$ cat src/rtl/pfsi_pkg.sv
// constants for the fault status and alert block
// assumes a classic wishbone slave with 32-bit data, byte addresses
// Contract
// - run only above supply monitor threshold; code checks it only to start, not while running
// - supply warnings can raise the alert
// - warnings alone never force shutdown
// - undervoltage lockout or overvoltage forces shutdown
// - live status bits follow sources directly
// - live bit reads one while condition true
// - power-bad flag sets on edge, stays
// - read returns latched, then clears if gone
// - fault record captures status and flags
// - host writes one to clear record
// - record holds until cleared or lockout
// - masked record does not affect alert
// - unmasked record drives alert pin low
// - disable high powers down, low powers up
// - disable falling edge never reloads fuse defaults
// - power-off delay 0 to 16 ms selectable
// - delay select seven ignores disable input
package pfsi_pkg;
  localparam int          PFSI_RAILS        = 6;
  localparam int          PFSI_TOP_W        = 7;
  localparam int          PFSI_REC_W        = PFSI_TOP_W + 2 * PFSI_RAILS;
  localparam logic [7:0]  PFSI_ADR_TOP      = 8'h00;
  localparam logic [7:0]  PFSI_ADR_FLAG     = 8'h04;
  localparam logic [7:0]  PFSI_ADR_RAIL     = 8'h0c;
  localparam logic [7:0]  PFSI_ADR_CLEAR    = 8'h48;
  localparam logic [7:0]  PFSI_ADR_MASK     = 8'h4c;
  localparam logic [7:0]  PFSI_ADR_POWER_DISABLE_INPUT   = 8'he4;
  localparam logic [7:0]  PFSI_ADR_STATE    = 8'hfc;
  // top status bit positions
  localparam int          PFSI_B_MON        = 0;
  localparam int          PFSI_B_WARN       = 1;
  localparam int          PFSI_B_HIGH       = 2;
  localparam int          PFSI_B_OVT        = 3;
  localparam int          PFSI_B_OVTRIP     = 4;
  localparam int          PFSI_B_RST        = 5;
  localparam int          PFSI_B_ALERT      = 6;
  localparam logic [2:0]  PFSI_DLY_IGNORE   = 3'h7;
  localparam logic [2:0]  PFSI_DLY_RESET    = 3'h0;
  localparam int          PFSI_CLK_MHZ      = 200;
  localparam int          PFSI_HALF_MS_US   = 500;
  localparam int          PFSI_HALF_MS_CYC  = PFSI_HALF_MS_US * PFSI_CLK_MHZ;
  typedef enum logic [1:0] {PFSI_OFF, PFSI_ON, PFSI_DELAY} pfsi_state_e;
endpackage : pfsi_pkg

$ cat src/rtl/pfsi_core.sv
// fault status, sticky flags, fault record, alert pin and power-disable delay
// assumes supply comparator levels arrive as asynchronous pins
//
// Decided for this implementation: the Wishbone interface to the registers and the register offsets.
`timescale 1ns/100ps
module pfsi_core
  import pfsi_pkg::*;
#(
  parameter int HALF_MS_CYC = pfsi_pkg::PFSI_HALF_MS_CYC
)(
  input  wire logic                       clk_i,
  input  wire logic                       rst_i,
  input  wire logic                       wb_cyc_i,
  input  wire logic                       wb_stb_i,
  input  wire logic                       wb_we_i,
  input  wire logic [7:0]                 wb_adr_i,
  input  wire logic [3:0]                 wb_sel_i,
  input  wire logic [31:0]                wb_dat_i,
  output logic      [31:0]                wb_dat_o,
  output logic                            wb_ack_o,
  input  wire logic                       uvlo_ok_i,
  input  wire logic                       supply_monitor_ok_i,
  input  wire logic                       supply_low_warning_i,
  input  wire logic                       supply_high_warning_i,
  input  wire logic                       supply_overvoltage_trip_i,
  input  wire logic                       over_temperature_i,
  input  wire logic                       system_reset_out_n_i,
  input  wire logic [pfsi_pkg::PFSI_RAILS-1:0] power_good_i,
  input  wire logic [pfsi_pkg::PFSI_RAILS-1:0] rail_power_bad_i,
  input  wire logic                       power_disable_input_i,
  output logic                            run_o,
  output logic                            fault_alert_n_o,
  output logic                            fault_alert_n_oe_o,
  output logic                            irq_o
);
  import pfsi_pkg::*;

  localparam int NS = 6 + PFSI_RAILS * 2 + 1;

  ////////////////////////////////////////////////////////////////////////////
  // synchronisers
  logic [NS-1:0] raw, s1, s2;
  assign raw = {power_disable_input_i, rail_power_bad_i, power_good_i, system_reset_out_n_i,
                over_temperature_i, supply_overvoltage_trip_i, supply_high_warning_i,
                supply_low_warning_i, supply_monitor_ok_i};
  logic uv1, uv2;
  always_ff @(posedge clk_i)
  begin
    if (rst_i)
    begin
      s1  <= '0;
      s2  <= '0;
      uv1 <= 1'b0;
      uv2 <= 1'b0;
    end
    else
    begin
      s1  <= raw;
      s2  <= s1;
      uv1 <= uvlo_ok_i;
      uv2 <= uv1;
    end
  end

  logic                  mon_ok, low_ok, high_w, ovt, ovtrip, rst_n_s, dis_s;
  logic [PFSI_RAILS-1:0] pg_s, rail_power_bad_s;
  assign {dis_s, rail_power_bad_s, pg_s, rst_n_s, ovt, ovtrip, high_w, low_ok, mon_ok} = s2;

  ////////////////////////////////////////////////////////////////////////////
  // live status and sticky flags
  logic [PFSI_TOP_W-1:0] top;
  logic [PFSI_RAILS-1:0] rail_power_bad_flag, next_rail_power_bad_flag, rail_power_bad_q;
  logic [PFSI_REC_W-1:0] rec, next_rec, mask, next_mask, src, src_q;
  logic [2:0]            dly_sel, next_dly_sel;
  logic                  alert;

  always_comb
  begin
    top                = '0;
    top[PFSI_B_MON]    = mon_ok;
    top[PFSI_B_WARN]   = low_ok;
    top[PFSI_B_HIGH]   = high_w;
    top[PFSI_B_OVT]    = ovt;
    top[PFSI_B_OVTRIP] = ovtrip;
    top[PFSI_B_RST]    = rst_n_s;
    top[PFSI_B_ALERT]  = alert;
  end

  // fault sources are active-high: low warning, monitor loss, reset and power-good invert
  assign src = {rail_power_bad_flag, ~pg_s, alert_free_top(top)};

  function automatic logic [PFSI_TOP_W-1:0] alert_free_top(input logic [PFSI_TOP_W-1:0] t);
    logic [PFSI_TOP_W-1:0] f;
    f                = '0;
    f[PFSI_B_MON]    = ~t[PFSI_B_MON];
    f[PFSI_B_WARN]   = ~t[PFSI_B_WARN];
    f[PFSI_B_HIGH]   = t[PFSI_B_HIGH];
    f[PFSI_B_OVT]    = t[PFSI_B_OVT];
    f[PFSI_B_OVTRIP] = t[PFSI_B_OVTRIP];
    f[PFSI_B_RST]    = ~t[PFSI_B_RST];
    alert_free_top   = f;
  endfunction : alert_free_top

  ////////////////////////////////////////////////////////////////////////////
  // bus decode
  logic acc, wr, rd, ack, next_ack;
  logic [31:0] rdat, next_rdat;
  assign acc = wb_cyc_i && wb_stb_i && !ack;
  assign wr  = acc && wb_we_i && wb_sel_i[0];
  assign rd  = acc && !wb_we_i;

  always_comb
  begin
    next_rail_power_bad_flag = rail_power_bad_flag;
    for (int i = 0; i < PFSI_RAILS; i++)
    begin
      if (rd && wb_adr_i == PFSI_ADR_FLAG && !rail_power_bad_s[i])
        next_rail_power_bad_flag[i] = 1'b0;
      if (rail_power_bad_s[i] && !rail_power_bad_q[i])
        next_rail_power_bad_flag[i] = 1'b1;  // set wins over read clear
    end
    next_rec = rec;
    if (wr && wb_adr_i == PFSI_ADR_CLEAR)
      next_rec = rec & ~wb_dat_i[PFSI_REC_W-1:0];
    next_rec = next_rec | (src & ~src_q);  // edge set wins over clear
    if (!uv2)
      next_rec = '0;
    next_mask = mask;
    if (wr && wb_adr_i == PFSI_ADR_MASK)
      next_mask = wb_dat_i[PFSI_REC_W-1:0];
    next_dly_sel = dly_sel;
    if (wr && wb_adr_i == PFSI_ADR_POWER_DISABLE_INPUT)
      next_dly_sel = wb_dat_i[2:0];
    next_ack  = acc;
    next_rdat = '0;
    case (wb_adr_i)
      PFSI_ADR_TOP:    next_rdat[PFSI_TOP_W-1:0] = top;
      PFSI_ADR_FLAG:   next_rdat[PFSI_RAILS-1:0] = rail_power_bad_flag;
      PFSI_ADR_RAIL:   next_rdat[PFSI_RAILS-1:0] = pg_s;
      PFSI_ADR_CLEAR:  next_rdat[PFSI_REC_W-1:0] = rec;
      PFSI_ADR_MASK:   next_rdat[PFSI_REC_W-1:0] = mask;
      PFSI_ADR_POWER_DISABLE_INPUT: next_rdat[2:0] = dly_sel;
      PFSI_ADR_STATE:  next_rdat[1:0] = {run_o, dis_s};
      default:         next_rdat = '0;
    endcase
    if (!rd)
      next_rdat = wb_dat_o;
  end

  // fault record and masks survive disable; lockout clears the record, masks keep their value
  always_ff @(posedge clk_i)
  begin
    if (rst_i)
    begin
      rail_power_bad_flag <= '0;
      rail_power_bad_q    <= '0;
      rec       <= '0;
      src_q     <= '0;
      mask      <= '0;
      dly_sel   <= PFSI_DLY_RESET;
      ack       <= 1'b0;
      wb_dat_o  <= '0;
    end
    else
    begin
      rail_power_bad_flag <= next_rail_power_bad_flag;
      rail_power_bad_q    <= rail_power_bad_s;
      rec       <= next_rec;
      src_q     <= src;
      mask      <= next_mask;
      dly_sel   <= next_dly_sel;  // no reload on disable release
      ack       <= next_ack;
      wb_dat_o  <= next_rdat;
    end
  end
  assign wb_ack_o = ack;

  ////////////////////////////////////////////////////////////////////////////
  // alert pin, open drain
  assign alert              = |(rec & ~mask);
  assign fault_alert_n_o    = 1'b0;
  assign fault_alert_n_oe_o = ~alert;  // oe low drives pin low
  assign irq_o              = alert;

  ////////////////////////////////////////////////////////////////////////////
  // power state and disable delay
  pfsi_state_e state, next_state;
  logic [31:0] cnt, next_cnt, dly_cyc;
  logic        dis_act;

  assign dly_cyc = (dly_sel == 3'h0) ? 32'h0 : 32'(HALF_MS_CYC) << (dly_sel - 3'h1);
  assign dis_act = dis_s && (dly_sel != PFSI_DLY_IGNORE);

  always_comb
  begin
    next_state = state;
    next_cnt   = cnt;
    case (state)
      PFSI_OFF:
        if (mon_ok && uv2 && !ovtrip && !dis_act)
          next_state = PFSI_ON;
      PFSI_ON:
        if (!uv2 || ovtrip)
          next_state = PFSI_OFF;  // warnings ignored here
        else if (dis_act)
        begin
          next_state = PFSI_DELAY;
          next_cnt   = '0;
        end
      PFSI_DELAY:
        if (!uv2 || ovtrip)
          next_state = PFSI_OFF;
        else if (!dis_act)
          next_state = PFSI_ON;
        else if (cnt >= dly_cyc)
          next_state = PFSI_OFF;
        else
          next_cnt = cnt + 32'h1;
      default:
        next_state = PFSI_OFF;
    endcase
  end

  always_ff @(posedge clk_i)
  begin
    if (rst_i)
    begin
      state <= PFSI_OFF;
      cnt   <= '0;
    end
    else
    begin
      state <= next_state;
      cnt   <= next_cnt;
    end
  end
  assign run_o = (state != PFSI_OFF);

  ////////////////////////////////////////////////////////////////////////////
  // checks
  property p_lockout_off;
    @(posedge clk_i) disable iff (rst_i) !uv2 |=> !run_o;
  endproperty
  a_lockout_off: assert property (p_lockout_off) else $error("run after lockout");

  property p_ovtrip_off;
    @(posedge clk_i) disable iff (rst_i) ovtrip |=> !run_o;
  endproperty
  a_ovtrip_off: assert property (p_ovtrip_off) else $error("run after overvoltage");

  property p_start_mon;
    @(posedge clk_i) disable iff (rst_i) $rose(run_o) |-> $past(mon_ok);
  endproperty
  a_start_mon: assert property (p_start_mon) else $error("start below monitor");

  property p_warn_keeps;
    @(posedge clk_i) disable iff (rst_i) (run_o && uv2 && !ovtrip && !dis_act && !low_ok) |=> run_o;
  endproperty
  a_warn_keeps: assert property (p_warn_keeps) else $error("warning shut down");

  property p_ignore;
    @(posedge clk_i) disable iff (rst_i) (dly_sel == PFSI_DLY_IGNORE) |-> state != PFSI_DELAY;
  endproperty
  a_ignore: assert property (p_ignore) else $error("disable not ignored");

  property p_rail_power_bad_sticky;
    @(posedge clk_i) disable iff (rst_i) (rail_power_bad_flag[0] && !(rd && wb_adr_i == PFSI_ADR_FLAG)) |=> rail_power_bad_flag[0];
  endproperty
  a_rail_power_bad_sticky: assert property (p_rail_power_bad_sticky) else $error("power-bad flag lost");

  property p_rec_sticky;
    @(posedge clk_i) disable iff (rst_i) (rec[0] && uv2 && !(wr && wb_adr_i == PFSI_ADR_CLEAR)) |=> rec[0];
  endproperty
  a_rec_sticky: assert property (p_rec_sticky) else $error("record lost");

  property p_alert_mask;
    @(posedge clk_i) disable iff (rst_i) ((rec & ~mask) == '0) |-> fault_alert_n_oe_o;
  endproperty
  a_alert_mask: assert property (p_alert_mask) else $error("masked fault alerts");

  property p_alert_low;
    @(posedge clk_i) disable iff (rst_i) (rec[1] && !mask[1]) |-> !fault_alert_n_oe_o;
  endproperty
  a_alert_low: assert property (p_alert_low) else $error("alert not low");

  ////////////////////////////////////////////////////////////////////////////
  // bus, live status and record checks
  property p_ack_pulse;
    @(posedge clk_i) disable iff (rst_i) wb_ack_o |=> !wb_ack_o;
  endproperty
  a_ack_pulse: assert property (p_ack_pulse) else $error("ack longer than one cycle");

  property p_ack_follows;
    @(posedge clk_i) disable iff (rst_i) (wb_cyc_i && wb_stb_i && !wb_ack_o) |=> wb_ack_o;
  endproperty
  a_ack_follows: assert property (p_ack_follows) else $error("request not acknowledged");

  property p_live_mon;
    @(posedge clk_i) disable iff (rst_i) (rd && wb_adr_i == PFSI_ADR_TOP) |=> wb_dat_o[PFSI_B_MON] == $past(mon_ok);
  endproperty
  a_live_mon: assert property (p_live_mon) else $error("monitor bit not live");

  property p_live_rail;
    @(posedge clk_i) disable iff (rst_i) (rd && wb_adr_i == PFSI_ADR_RAIL) |=> wb_dat_o[PFSI_RAILS-1:0] == $past(pg_s);
  endproperty
  a_live_rail: assert property (p_live_rail) else $error("power-good bits not live");

  property p_rail_power_bad_set;
    @(posedge clk_i) disable iff (rst_i) (rail_power_bad_s[0] && !rail_power_bad_q[0]) |=> rail_power_bad_flag[0];
  endproperty
  a_rail_power_bad_set: assert property (p_rail_power_bad_set) else $error("power-bad edge not flagged");

  property p_rail_power_bad_read_clr;
    @(posedge clk_i) disable iff (rst_i) (rd && wb_adr_i == PFSI_ADR_FLAG && !rail_power_bad_s[0]) |=> !rail_power_bad_flag[0];
  endproperty
  a_rail_power_bad_read_clr: assert property (p_rail_power_bad_read_clr) else $error("gone flag kept after read");

  property p_flag_read_val;
    @(posedge clk_i) disable iff (rst_i)
      (rd && wb_adr_i == PFSI_ADR_FLAG) |=> wb_dat_o[PFSI_RAILS-1:0] == $past(rail_power_bad_flag);
  endproperty
  a_flag_read_val: assert property (p_flag_read_val) else $error("flag read not latched value");

  property p_rec_edge;
    @(posedge clk_i) disable iff (rst_i) (src[1] && !src_q[1] && uv2) |=> rec[1];
  endproperty
  a_rec_edge: assert property (p_rec_edge) else $error("status edge not recorded");

  property p_rec_rail_power_bad;
    @(posedge clk_i) disable iff (rst_i)
      (rail_power_bad_flag[0] && !src_q[PFSI_TOP_W+PFSI_RAILS] && uv2) |=> rec[PFSI_TOP_W+PFSI_RAILS];
  endproperty
  a_rec_rail_power_bad: assert property (p_rec_rail_power_bad) else $error("flag edge not recorded");

  property p_rec_clear;
    @(posedge clk_i) disable iff (rst_i)
      (wr && wb_adr_i == PFSI_ADR_CLEAR && wb_dat_i[0] && !(src[0] && !src_q[0])) |=> !rec[0];
  endproperty
  a_rec_clear: assert property (p_rec_clear) else $error("record not cleared");

  property p_rec_lockout;
    @(posedge clk_i) disable iff (rst_i) !uv2 |=> rec == '0;
  endproperty
  a_rec_lockout: assert property (p_rec_lockout) else $error("record kept in lockout");

  property p_alert_any;
    @(posedge clk_i) disable iff (rst_i) ((rec & ~mask) != '0) |-> irq_o;
  endproperty
  a_alert_any: assert property (p_alert_any) else $error("unmasked record without irq");

  property p_warn_alert;
    @(posedge clk_i) disable iff (rst_i)
      (src[PFSI_B_WARN] && !src_q[PFSI_B_WARN] && uv2 && !mask[PFSI_B_WARN] &&
       !(wr && wb_adr_i == PFSI_ADR_MASK)) |=> irq_o;
  endproperty
  a_warn_alert: assert property (p_warn_alert) else $error("low warning not alerted");

  ////////////////////////////////////////////////////////////////////////////
  // power state checks
  property p_start_up;
    @(posedge clk_i) disable iff (rst_i) (!run_o && mon_ok && uv2 && !ovtrip && !dis_act) |=> run_o;
  endproperty
  a_start_up: assert property (p_start_up) else $error("no start in normal range");

  property p_dis_down;
    @(posedge clk_i) disable iff (rst_i) (state == PFSI_ON && dis_act && uv2 && !ovtrip) |=> state == PFSI_DELAY;
  endproperty
  a_dis_down: assert property (p_dis_down) else $error("disable not taken");

  property p_release_up;
    @(posedge clk_i) disable iff (rst_i) (state == PFSI_DELAY && !dis_act && uv2 && !ovtrip) |=> state == PFSI_ON;
  endproperty
  a_release_up: assert property (p_release_up) else $error("release did not restart");

  property p_delay_hold;
    @(posedge clk_i) disable iff (rst_i)
      (state == PFSI_DELAY && dis_act && uv2 && !ovtrip && cnt < dly_cyc) |=> run_o;
  endproperty
  a_delay_hold: assert property (p_delay_hold) else $error("off before delay ran out");

  property p_zero_dly;
    @(posedge clk_i) disable iff (rst_i)
      (state == PFSI_DELAY && dly_sel == 3'h0 && dis_act && uv2 && !ovtrip) |=> !run_o;
  endproperty
  a_zero_dly: assert property (p_zero_dly) else $error("zero delay not immediate");

  property p_ignore_dis;
    @(posedge clk_i) disable iff (rst_i) (dly_sel == PFSI_DLY_IGNORE && run_o && uv2 && !ovtrip) |=> run_o;
  endproperty
  a_ignore_dis: assert property (p_ignore_dis) else $error("ignored disable shut down");

  property p_dly_keep;
    @(posedge clk_i) disable iff (rst_i) !(wr && wb_adr_i == PFSI_ADR_POWER_DISABLE_INPUT) |=> $stable(dly_sel);
  endproperty
  a_dly_keep: assert property (p_dly_keep) else $error("delay select changed unasked");
endmodule : pfsi_core

$ cat config.mk
export PLATFORM = sky130hd
export DESIGN_NAME = pfsi_core
export DESIGN_NICKNAME = d
export VERILOG_FILES = /design/src/rtl/pfsi_pkg.sv /design/src/rtl/pfsi_core.sv
export SDC_FILE = /design/constraint.sdc
export NUM_CORES = 1
export LEC_CHECK = 0
export BUFFER_PORTS_ARGS = -buffer_cell sky130_fd_sc_hd__buf_2
export CAP_MARGIN = 20
export CORE_ASPECT_RATIO = 0.8
export CORE_MARGIN = 2
export CORE_UTILIZATION = 30
export DETAILED_ROUTE_END_ITERATION = 8
export GPL_ROUTABILITY_DRIVEN = 0
export SLEW_MARGIN = 20
export SYNTH_ARGS = -nofsm -noshare
export SYNTH_HDL_FRONTEND = slang
export SYNTH_SLANG_ARGS = --single-unit
$ cat constraint.sdc
create_clock -name clk_i -period 11.35 [get_ports clk_i]
set_clock_uncertainty 0.1 [all_clocks]
set_input_delay 2.8375 -clock clk_i [delete_from_list [all_inputs] [get_ports clk_i]]
set_output_delay 2.8375 -clock clk_i [all_outputs]
set_load 0.005 [all_outputs]
# After elaboration in Yosys (flattened, before gate mapping)
# Index checks and enable logic that the tools add are counted.
word_totals:
  register_bits: 166
  in_bits: 69
classes:
  n_eq_ne: 17
  add_sub_neg: 2
  n_reduce_logical: 58
  n_bitwise: 13
  magnitude_cmp: 1
  shifts: 1
  mux: 32
ops:
  columns: ["op", "count"]
  rows:
  - ["32-bit two-way mux", 6]
  - ["32-bit case mux with 2 select lines", 1]
  - ["19-bit bitwise AND", 3]
  - ["19-bit NOT", 3]
  - ["32-bit by 1-bit adder with 32-bit output (second input constant)", 1]
  - ["32-bit >= comparator", 1]
  - ["17-bit by 3-bit left shift with 32-bit output (first input constant)", 1]
  - ["1-bit logical AND", 25]
  - ["12-bit case mux with 2 select lines", 1]
  - ["19-bit two-way mux", 1]
  - ["19-bit OR", 1]
  - ["19-bit OR reduction", 1]
  - ["1-bit logical NOT", 17]
  - ["8-bit by 7-bit == test with 1-bit output (second input constant)", 2]
  - ["8-bit == test (second input constant)", 2]
  - ["2-bit nonzero test", 8]
  - ["3-bit case mux with 5 select lines", 1]
  - ["2-bit case mux with 7 select lines", 1]
  - ["1-bit two-way mux", 12]
  - ["2-bit two-way mux", 6]
  - ["2-bit inequality test (second input constant)", 6]
  - ["8-bit by 3-bit == test with 1-bit output (second input constant)", 1]
  - ["8-bit by 4-bit == test with 1-bit output (second input constant)", 1]
  - ["8-bit logical NOT", 1]
  - ["other kinds (16)", 21]

# Logic depth before layout (Yosys ltp)
# Gate-level depths: netlist (run 1).
logic_depth:
  word_depth: 8
  ltp_mapped: 15
  ltp_nobuf: 13

# Worst setup path before layout (run 1)
# Ideal clock, no wire load.
synth_path:
  kind: "input port to flip-flop"
  startpoint: "input wb_adr_i[5]"
  endpoint: "register rec[10]"
  stages: 8
  setup_slack_ns: 6.576
  t_required_ns: 11.122
  arrival_ns: 4.547
  setup_time_ns: 0.128
  path_cell_list: "or4_4 -> nor4_1 -> and2_1 -> buf_2 -> buf_2 -> nand2_1 -> a21oi_1 -> nor2_1"
synth_via:
  elab_chain_len: 4
synth_lines:
  columns: ["element", "line_no", "source"]
  rows:
  - ["start: declaration", "pfsi_core.sv:16", "input wire logic [7:0] wb_adr_i,"]
  - ["8-bit by 7-bit == test with 1-bit output", "pfsi_core.sv:123", "if (wr && wb_adr_i == PFSI_ADR_CLEAR)"]
  - ["1-bit logical AND", "pfsi_core.sv:123", null]
  - ["19-bit two-way mux", "pfsi_core.sv:123", null]
  - ["19-bit OR", "pfsi_core.sv:125", "next_rec = next_rec | (src & ~src_q);"]
  - ["end signal: assignment", "pfsi_core.sv:168", "rec <= next_rec;"]
  - ["end: declaration", "pfsi_core.sv:73", "logic [PFSI_REC_W-1:0] rec, next_rec, mask, next_mask, src, src_q;"]
# No other way between the ends.
# A chain may end at the register's enable or synchronous reset.

# Worst setup path after layout (run 1)
layout_path:
  startpoint: "input wb_adr_i[5]"
  endpoint: "register rec[12]"
# Same word-level chain as after synthesis.

==> results.sh, run 1 <==
export IMPL_grt_use_total_pct=14.3
export IMPL_clk_pin_slew_worst_paths_ns=0.06
export IMPL_tightest_slew_ns=1.04
export IMPL_yosysTopAreaCell="dfxtp_1"
export IMPL_synth_area_leaders="dfxtp_1 45%, nor2b_1 5.3%, nor2_1 5.0%, ha_1 4.8%, mux2i_1 4.5%"
export IMPL_grt_overflow_total=0
export IMPL_syn_to_final_growth_pct=16.6
export IMPL_worstSetupStartpointType="primary input"
export IMPL_synth_area_mm2=0.00736
export IMPL_cp_arrival_ns=5.31
export IMPL_ant_nets=0
export IMPL_synth_top_area_share_pct=44.9
export IMPL_power_leakage_nw=3.56
export IMPL_crit_type="in2reg"
export IMPL_cp_end_kind="register"
export IMPL_syn_avg_cell_area_um2=8.72
export IMPL_min_path_type="reg2reg"
export IMPL_async_flop_share_pct=0
export IMPL_pin_count=106
export IMPL_cts_tree="yes"
export IMPL_num_antenna_cells=0
export IMPL_dr_total_vias=5917
export IMPL_synth_seq_area_share_pct=44.9
export IMPL_chipHeight_um=144
export IMPL_portBuffers=75
export IMPL_dp_cells=1200
export IMPL_clk_path_buf_depth=2
export IMPL_hold_violations=0
export IMPL_routedWlPerCell_um=14.7
export IMPL_critPathMaxFanout=19
export IMPL_cts_hold_buffers=0
export IMPL_finalSetupTns_ns=0
export IMPL_drtIter0Drc=414
export IMPL_grt_pass1_vias=5195
export IMPL_cts_sinks=165
export IMPL_fp_coreArea_mm2=0.0242
export IMPL_holdWs_ns=0.335
export IMPL_htreeDepth=4
export IMPL_slew_viol_final=0
export IMPL_cts_buffers_inserted=17
export IMPL_netlist_instances=844
export IMPL_hpwlAfterDp_um=12900
export IMPL_synth_ff_type="dfxtp_1"
export IMPL_fin_crit_sh_pct=45.1
export IMPL_post_route_min_period_ns=5.12
export IMPL_finish_utilization_pct=35.5
export IMPL_drt_pass1_iter_count=5
export IMPL_viasPerCell=4.80
export IMPL_row_count=51
export IMPL_drt_total_wl_um=18100
export IMPL_cap_violations=0
export IMPL_grt_pass1_wl_um=28600
export IMPL_antenna_found_initial=0
export IMPL_worstPathRequired_ns=11.53
export IMPL_insertion_delay_ns=0.42
export IMPL_peakVddDrop_mv=0.108
export IMPL_synth_seq_cells=165
export IMPL_cts_repair_resized=0
export IMPL_synth_edff_count=0
export IMPL_die_width_um=179
export IMPL_fmax_mhz=195
export IMPL_fin_cells=1233
export IMPL_n_fill_cell=2486
export IMPL_setup_viol=0
export IMPL_slew_headroom_pct=30.2
export IMPL_cts_root_buf="clkbuf_16"
export IMPL_grt_max_degree=103
export IMPL_cts_setup_buffers=0
export IMPL_finalPower_w=0.00123
export IMPL_final_layout_size_suffix_gt1_share_pct=15.6
export IMPL_yosys_warnings=0
export IMPL_synth_cell_types=64
export IMPL_nNetsFinal=999
export IMPL_die_area_mm2=0.0258
export IMPL_drc=0
export IMPL_outcome="finished clean"
export IMPL_start_util_pct=30.4
export IMPL_rsz0062_at_grt="no"
export IMPL_power_density_mw_per_mm2=143
final cells by class:
cell class / instances / area (um^2) / area share, %
Inverter: 29 / 109 / 1.27
Clock buffer: 19 / 453 / 5.28
Tap cell: 318 / 398 / 4.64
Sequential cell: 165 / 3300 / 38.5
Timing Repair Buffer: 83 / 458 / 5.34
Multi-Input combinational cell: 606 / 3720 / 43.3
Clock inverter: 13 / 139 / 1.62
state kept, by name, summed over array words and instances, names as in the netlist:
name                 flops
cnt                     32
mask                    19
rec                     19
s1                      19
s2                      19
wb_dat_o                19
src_q                   18
rail_power_bad_flag      6
rail_power_bad_q         6
dly_sel                  3
state                    2
uv1                      1
uv2                      1
wb_ack_o                 1
final timing paths:
kind	to	slack (ns)	depth (start not counted)	from
hold / removal	s2[18]$_SDFF_PP0_	0.34	1	s1[18]$_SDFF_PP0_
setup reg to reg	cnt[11]$_SDFFE_PP0P_	7.04	13	dly_sel[0]$_SDFFE_PP0P_
hold reg to reg	s2[18]$_SDFF_PP0_	0.34	1	s1[18]$_SDFF_PP0_
setup / recovery	rec[12]$_SDFF_PP0_	6.23	7	wb_adr_i[5]
metrics by stage:
step                setup slack (ns)  instance area [um^2]
floorplan                       6.58                  7410
global placement                5.83                  7960
detailed placement              5.81                  7960
CTS                             6.26                  8550
global route                    6.01                  8580
finish                          6.23                  8580
layout by cell type (no fill, tap or decap), types with 8 or more instances in the layout:
| cell | netlist | layout |
|---|---|---|
| nand3_1 | 36 | 36 |
| or3_1 | 9 | 9 |
| dfxtp_1 | 165 | 165 |
| a21oi_1 | 59 | 59 |
| conb_1 | 1 | 14 |
| mux2i_1 | 33 | 33 |
| nor4b_1 | 10 | 10 |
| buf_2 | 7 | 74 |
| nor3_1 | 12 | 12 |
| mux2_2 | 13 | 13 |
| nor2b_1 | 62 | 62 |
| buf_4 | 14 | 8 |
| and3_1 | 9 | 9 |
| nand2b_1 | 10 | 10 |
| nand2_1 | 75 | 75 |
| nand4_1 | 11 | 11 |
| nor4_1 | 8 | 8 |
| nor2_1 | 98 | 98 |
| o21ai_0 | 22 | 21 |
| inv_1 | 29 | 29 |
| ha_1 | 28 | 28 |
| clkbuf_16 | 0 | 17 |
power by group:
part / internal, W / total [W] / switching (W)
clock network: 0.000322 / 0.000572 / 0.000251
registers: 0.000592 / 0.000598 / 0.00000633
logic: 0.0000225 / 0.0000560 / 0.0000335
total: 0.000936 / 0.00123 / 0.000290
cells in the mapped netlist, types with 6 or more instances:
master / instances
a211oi_1: 6
a21oi_1: 59
and2_1: 6
and3_1: 9
buf_2: 7
buf_4: 14
clkbuf_1: 31
dfxtp_1: 165
ha_1: 28
inv_1: 29
mux2_2: 13
mux2i_1: 33
nand2_1: 75
nand2b_1: 10
nand3_1: 36
nand4_1: 11
nor2_1: 98
nor2b_1: 62
nor3_1: 12
nor4_1: 8
nor4b_1: 10
o21a_1: 6
o21ai_0: 22
o22ai_1: 6
or3_1: 9
critical path: stages:
cell and delay, ns:
buf_2 0.11, or4_4 0.57, nor4_1 0.67, and2_1 0.76, nand2_1 0.13, a21oi_1 0.18, nor2_1 0.05
cell families (layout without fill, tap and decap cells):
logic type               count (synthesis)  after routing  share of synthesized area [%]
XOR/XNOR                                 3              3                          0.357
buffers and inverters                   86            144                           5.22
adder cells (fa/ha/maj)                 28             28                           4.76
AO/OA/AOI/OAI                          148            148                           12.8
other                                    1             14                         0.0510
multiplexers                            46             46                           6.48
flip-flops                             165            165                           44.9
AND/OR/NAND/NOR                        367            367                           25.4
layer usage:
layer  track usage (%)  vias to the layer above  wire length [um]
met4              3.34                        0               138
met3              3.44                        8               973
met2              19.1                      144              7050
li1                  -                     3043                 -
met1              22.3                     2722              9930
met5                 0                        -                 0
Power figures use the tool's default switching activity.
==> run 2: changes to the inputs <==
Clock period 11.35 ns to 4.6 ns, I/O delays scaled along.
==> results.sh, run 2 (synthesized netlist as in run 1, its figures left out) <==
export IMPL_drt_pass1_iter_count=5
export IMPL_setup_viol=0
export IMPL_worstSetupStartpointType="register"
export IMPL_crit_type="reg2reg"
export IMPL_fmax_mhz=243
export IMPL_drc=0
export IMPL_portBuffers=75
export IMPL_finalPower_w=0.00297
export IMPL_hold_start="s1[9]$_SDFF_PP0_"
export IMPL_setup_slack_ns=0.479
export IMPL_die_area_mm2=0.0258
export IMPL_fin_cells=1236
export IMPL_cts_repair_resized=0
export IMPL_tightest_slew_ns=0.832
export IMPL_ant_nets=0
export IMPL_grt_pass1_wl_um=28900
export IMPL_htreeDepth=4
export IMPL_top_register="cnt"
export IMPL_worstPathRequired_ns=4.85
export IMPL_routedWlPerCell_um=14.9
export IMPL_syn_to_final_growth_pct=16.2
export IMPL_clk_path_buf_depth=2
export IMPL_outcome="finished clean"
export IMPL_crit_start="dly_sel[1]$_SDFFE_PP0P_"
export IMPL_viasPerCell=4.81
export IMPL_insertion_delay_ns=0.42
export IMPL_drt_total_wl_um=18400
export IMPL_dp_cells=1205
export IMPL_layout_common_cells="165 x dfxtp_1, 98 x nor2_1, 75 x nand2_1"
export IMPL_cts_sinks=165
export IMPL_grt_pass1_vias=5273
export IMPL_cp_end_kind="register"
export IMPL_power_leakage_nw=3.54
export IMPL_antenna_found_initial=0
export IMPL_clk_pin_slew_worst_paths_ns=0.06
export IMPL_nNetsFinal=1003
export IMPL_row_count=51
export IMPL_r2r_start="dly_sel[1]$_SDFFE_PP0P_"
export IMPL_finalSetupTns_ns=0
export IMPL_rsz0062_at_grt="no"
export IMPL_cp_arrival_ns=4.37
export IMPL_grt_max_degree=68
export IMPL_largest_reg_flops=32
export IMPL_cts_buffers_inserted=17
export IMPL_final_layout_size_suffix_gt1_share_pct=15.7
export IMPL_final_common_cell="dfxtp_1"
export IMPL_finish_utilization_pct=35.3
export IMPL_hold_violations=0
export IMPL_slew_headroom_pct=44.0
export IMPL_pre_cts_slack_ns=0.560
export IMPL_post_route_min_period_ns=4.12
export IMPL_start_util_pct=30.4
export IMPL_num_antenna_cells=0
export IMPL_cts_hold_buffers=0
export IMPL_cts_root_buf="clkbuf_16"
export IMPL_critPathMaxFanout=8
export IMPL_grt_overflow_total=0
export IMPL_pin_count=106
export IMPL_slew_viol_final=0
export IMPL_grt_use_total_pct=14.6
export IMPL_drtIter0Drc=474
export IMPL_chipHeight_um=144
export IMPL_cts_tree="yes"
export IMPL_fin_crit_sh_pct=89.6
export IMPL_cts_setup_buffers=0
export IMPL_min_path_type="reg2reg"
export IMPL_fp_coreArea_mm2=0.0242
export IMPL_peakVddDrop_mv=0.197
export IMPL_hpwlAfterDp_um=13000
export IMPL_cap_violations=0
export IMPL_power_density_mw_per_mm2=347
export IMPL_die_width_um=179
export IMPL_dr_total_vias=5950
[run 2: final timing paths]
| check | end | slack [ns] | cells past startpoint |
|---|---|---|---|
| setup / recovery | cnt[11]$_SDFFE_PP0P_ | 0.48 | 11 |
| hold reg to reg | s2[9]$_SDFF_PP0_ | 0.34 | 1 |
| setup reg to reg | cnt[11]$_SDFFE_PP0P_ | 0.48 | 11 |
| hold / removal | s2[9]$_SDFF_PP0_ | 0.34 | 1 |
[run 2: routing by layer]
layer	global-route usage (%)	vias to the layer above	wire (um)
met1	22.7	2717	9830
met4	3.98	0	186
met3	3.84	9	1300
met2	19.1	184	7110
met5	0	-	0
li1	-	3040	-
[run 2: layout make-up]
class	count	area [um^2]
fill	2480	15600
tap	318	398
clock inverter	12	119
clock buffer	19	433
multi-input combinational	606	3720
inverter	29	109
sequential	165	3300
timing repair buffer	87	468
[run 2: power breakdown]
part	leakage, nW	internal [W]	total, W	switching, W
logic	1.94	0.0000532	0.000135	0.0000819
clock network	0.267	0.000752	0.00136	0.000606
registers	1.34	0.00146	0.00148	0.0000160
[run 2: worst max-delay path: stages, from the launching register on]
cell and delay (ns):
dfxtp_1 0.39, inv_1 0.18, ha_1 0.35, mux2_2 0.45, a22oi_1 0.22, ha_1 0.28
a21oi_1 0.14, o21ai_0 0.11, a211oi_1 0.51, o21ai_0 0.44, or4_2 0.74, a21oi_1 0.15
[run 2: metrics by stage]
step                hold WS, ns  instance area [um^2]
floorplan                 0.313                  7410
global placement          0.324                  8000
detailed placement        0.327                  8000
CTS                       0.342                  8550
global route              0.351                  8550
finish                    0.338                  8550
==> run 3: changes to the inputs <==
Settings changed: ABC_AREA set to 1, BUFFER_PORTS_ARGS -buffer_cell sky130_fd_sc_hd__buf_2 to not set, DONT_BUFFER_PORTS set to 1.
==> results.sh, run 3 <==
export IMPL_drt_pass1_iter_count=5
export IMPL_drc=0
export IMPL_worstPathRequired_ns=4.83
export IMPL_nNetsFinal=1182
export IMPL_wl_met1_um=10300
export IMPL_finalSetupTns_ns=0
export IMPL_synth_seq_area_share_pct=42.5
export IMPL_drt_total_wl_um=19500
export IMPL_yosysTopAreaCell="dfxtp_1"
export IMPL_dp_cells=1390
export IMPL_post_route_min_period_ns=3.95
export IMPL_grt_overflow_total=0
export IMPL_reg2reg_depth=19
export IMPL_hold_start="s1[3]$_SDFF_PP0_"
export IMPL_power_leakage_nw=3.70
export IMPL_synthAdderAreaFrac_pct=4.50
export IMPL_synth_top_area_share_pct=42.5
export IMPL_hold_depth=2
export IMPL_cts_buffers_inserted=17
export IMPL_synth_area_leaders="dfxtp_1 42%, nor2_1 11%, nand2_1 8.4%, inv_1 7.7%, ha_1 4.5%"
export IMPL_syn_to_final_growth_pct=9.92
export IMPL_rrSetupSlack_ns=0.65
export IMPL_insertion_delay_ns=0.43
export IMPL_chipHeight_um=148
export IMPL_pin_count=106
export IMPL_crit_type="reg2reg"
export IMPL_synthXorXnorAreaFrac_pct=0.788
export IMPL_synth_cell_types=41
export IMPL_seqCellArea_mm2=0.00330
export IMPL_portBuffers=0
export IMPL_die_width_um=184
export IMPL_final_common_cell="nor2_1"
export IMPL_row_count=52
export IMPL_grt_pass1_wl_um=31500
export IMPL_outcome="finished clean"
export IMPL_routed_wl_met2_um=7720
export IMPL_rsz0062_at_grt="no"
export IMPL_peakVddDrop_mv=0.256
export IMPL_fin_crit_sh_pct=86.0
export IMPL_fmax_mhz=253
export IMPL_hold_violations=0
export IMPL_final_layout_size_suffix_gt1_share_pct=5.10
export IMPL_power_density_mw_per_mm2=344
export IMPL_drtIter0Drc=551
export IMPL_crit_top_cell="inv_1"
export IMPL_ant_nets=0
export IMPL_cts_sinks=165
export IMPL_cts_setup_buffers=0
export IMPL_yosys_warnings=0
export IMPL_top_register="cnt"
export IMPL_routedWlPerCell_um=13.7
export IMPL_grt_pass1_vias=5923
export IMPL_crit_start="dly_sel[0]$_SDFFE_PP0P_"
export IMPL_die_area_mm2=0.0273
export IMPL_yosysMostFrequentCell="nor2_1"
export IMPL_dr_total_vias=6584
export IMPL_cp_arrival_ns=4.18
export IMPL_synth_common_cells="231 x nor2_1, 174 x nand2_1, 165 x dfxtp_1"
export IMPL_setup_viol=0
export IMPL_num_antenna_cells=0
export IMPL_fin_cells=1422
export IMPL_routed_top_layer="met4"
export IMPL_cts_repair_resized=0
export IMPL_min_path_type="reg2reg"
export IMPL_slew_viol_final=0
export IMPL_fp_coreArea_mm2=0.0254
export IMPL_cp_end_kind="register"
export IMPL_worstSetupStartpointType="register"
export IMPL_synth_edff_count=0
export IMPL_clk_pin_slew_worst_paths_ns=0.08
export IMPL_grt_use_total_pct=14.8
export IMPL_netlist_instances=1099
export IMPL_syn_avg_cell_area_um2=7.08
export IMPL_crit_chain="inv_1 -> ha_1 -> inv_1 -> nand2_1 -> nand2_1 -> inv_1 -> ha_1 -> or2_2 -> ha_1 -> nand2_1 -> inv_1 -> o21ai_0 -> a21boi_0 -> nor2_2 -> nand2_4 -> nand2_4 -> inv_4 -> nor2_1 -> nor2_1"
export IMPL_synth_ff_type="dfxtp_1"
export IMPL_crit_slowest_cell="dfxtp_1"
export IMPL_finalPower_w=0.00294
export IMPL_route_met3_wl_um=1250
export IMPL_synthMuxAreaShare_pct=0
export IMPL_multi_input_area_mm2=0.00362
export IMPL_cap_violations=0
export IMPL_async_flop_share_pct=0
export IMPL_cpPeakStageDelay_ns=0.54
export IMPL_clk_path_buf_depth=2
export IMPL_n_fill_cell=2672
export IMPL_min_to="s2[3]$_SDFF_PP0_"
export IMPL_largest_reg_flops=32
export IMPL_synth_top_family_by_area="simple AND/OR/NAND/NOR gates"
export IMPL_synth_area_mm2=0.00778
export IMPL_slew_headroom_pct=39.9
export IMPL_r2r_end="cnt[5]$_SDFFE_PP0P_"
export IMPL_finish_utilization_pct=33.7
export IMPL_tightest_slew_ns=0.897
export IMPL_cts_tree="yes"
export IMPL_critPathMaxFanout=25
export IMPL_yosys_area_share_simple_pct=26.8
export IMPL_cts_hold_buffers=0
export IMPL_antenna_found_initial=0
export IMPL_start_util_pct=30.7
export IMPL_grt_max_degree=105
export IMPL_hpwlAfterDp_um=14100
export IMPL_cts_root_buf="clkbuf_16"
export IMPL_synth_compound_area_share_pct=13.7
export IMPL_htreeDepth=4
export IMPL_layout_common_cells="230 x nor2_1, 174 x nand2_1, 165 x dfxtp_1"
export IMPL_r2r_start="dly_sel[0]$_SDFFE_PP0P_"
export IMPL_viasPerCell=4.63
export IMPL_synth_seq_cells=165
-- run 3: cell count changes after synthesis, moves of 13 or more --
cell / before / now
nor2_1: 98 / 231
inv_1: 29 / 159
nand2_1: 75 / 174
nor2b_1: 62 / 0
o21ai_0: 22 / 55
mux2_2: 13 / 0
mux2i_1: 33 / 0
-- run 3: cells by family after synthesis --
family / count (synthesis)
and+or+nand+nor: 498
DFF: 165
other: 1
adders and majority gates: 28
AOI/OAI and AO/OA: 185
xor gates and xnor gates: 7
buffers and inverters: 215
-- run 3: per-stage QoR --
step	hold slack (ns)	area, um^2	setup slack, ns
5_1_grt	0.319	8550	0.307
4_1_cts	0.303	8550	0.702
3_5_place_dp	0.293	7990	0.736
2_1_floorplan	0.288	7830	1.46
3_3_place_gp	0.290	7990	0.795
6_report	0.300	8550	0.646
-- run 3: layer usage --
layer,GRT usage [%],up-vias
met5,0,-
met4,3.40,0
met3,3.09,10
met1,23.1,2967
met2,20.4,193
li1,-,3414
-- run 3: layout make-up --
cell class,count,share of cell area (%)
Timing Repair Buffer,8,0.702
Multi-Input combinational cell,732,42.3
Sequential cell,165,38.6
Tap cell,324,4.74
Inverter,161,7.09
Clock inverter,14,1.54
Clock buffer,18,5.02
-- run 3: worst max path at each step --
stage                           endpoint  slack, ns
floorplan           cnt[14]$_SDFFE_PP0P_       1.46
detailed placement  cnt[27]$_SDFFE_PP0P_       0.74
CTS                 cnt[27]$_SDFFE_PP0P_       0.70
finish               cnt[5]$_SDFFE_PP0P_       0.65
global route        cnt[31]$_SDFFE_PP0P_       0.31
global placement     cnt[5]$_SDFFE_PP0P_       0.80
-- run 3: where the power goes --
part           total [W]  switching [W]  internal, W
registers        0.00148      0.0000184      0.00147
logic          0.0000923      0.0000626    0.0000297
clock network    0.00137       0.000649     0.000719
total            0.00294       0.000730      0.00221
-- run 3: critical path, delay by kind of cell (launching register included) --
family                   cells  cell delay, ns
adder cells (fa/ha/maj)      3            0.74
buffers and inverters        5            0.66
flip-flops                   1            0.54
AO/OA/AOI/OAI                2            0.29
AND/OR/NAND/NOR              9            1.51
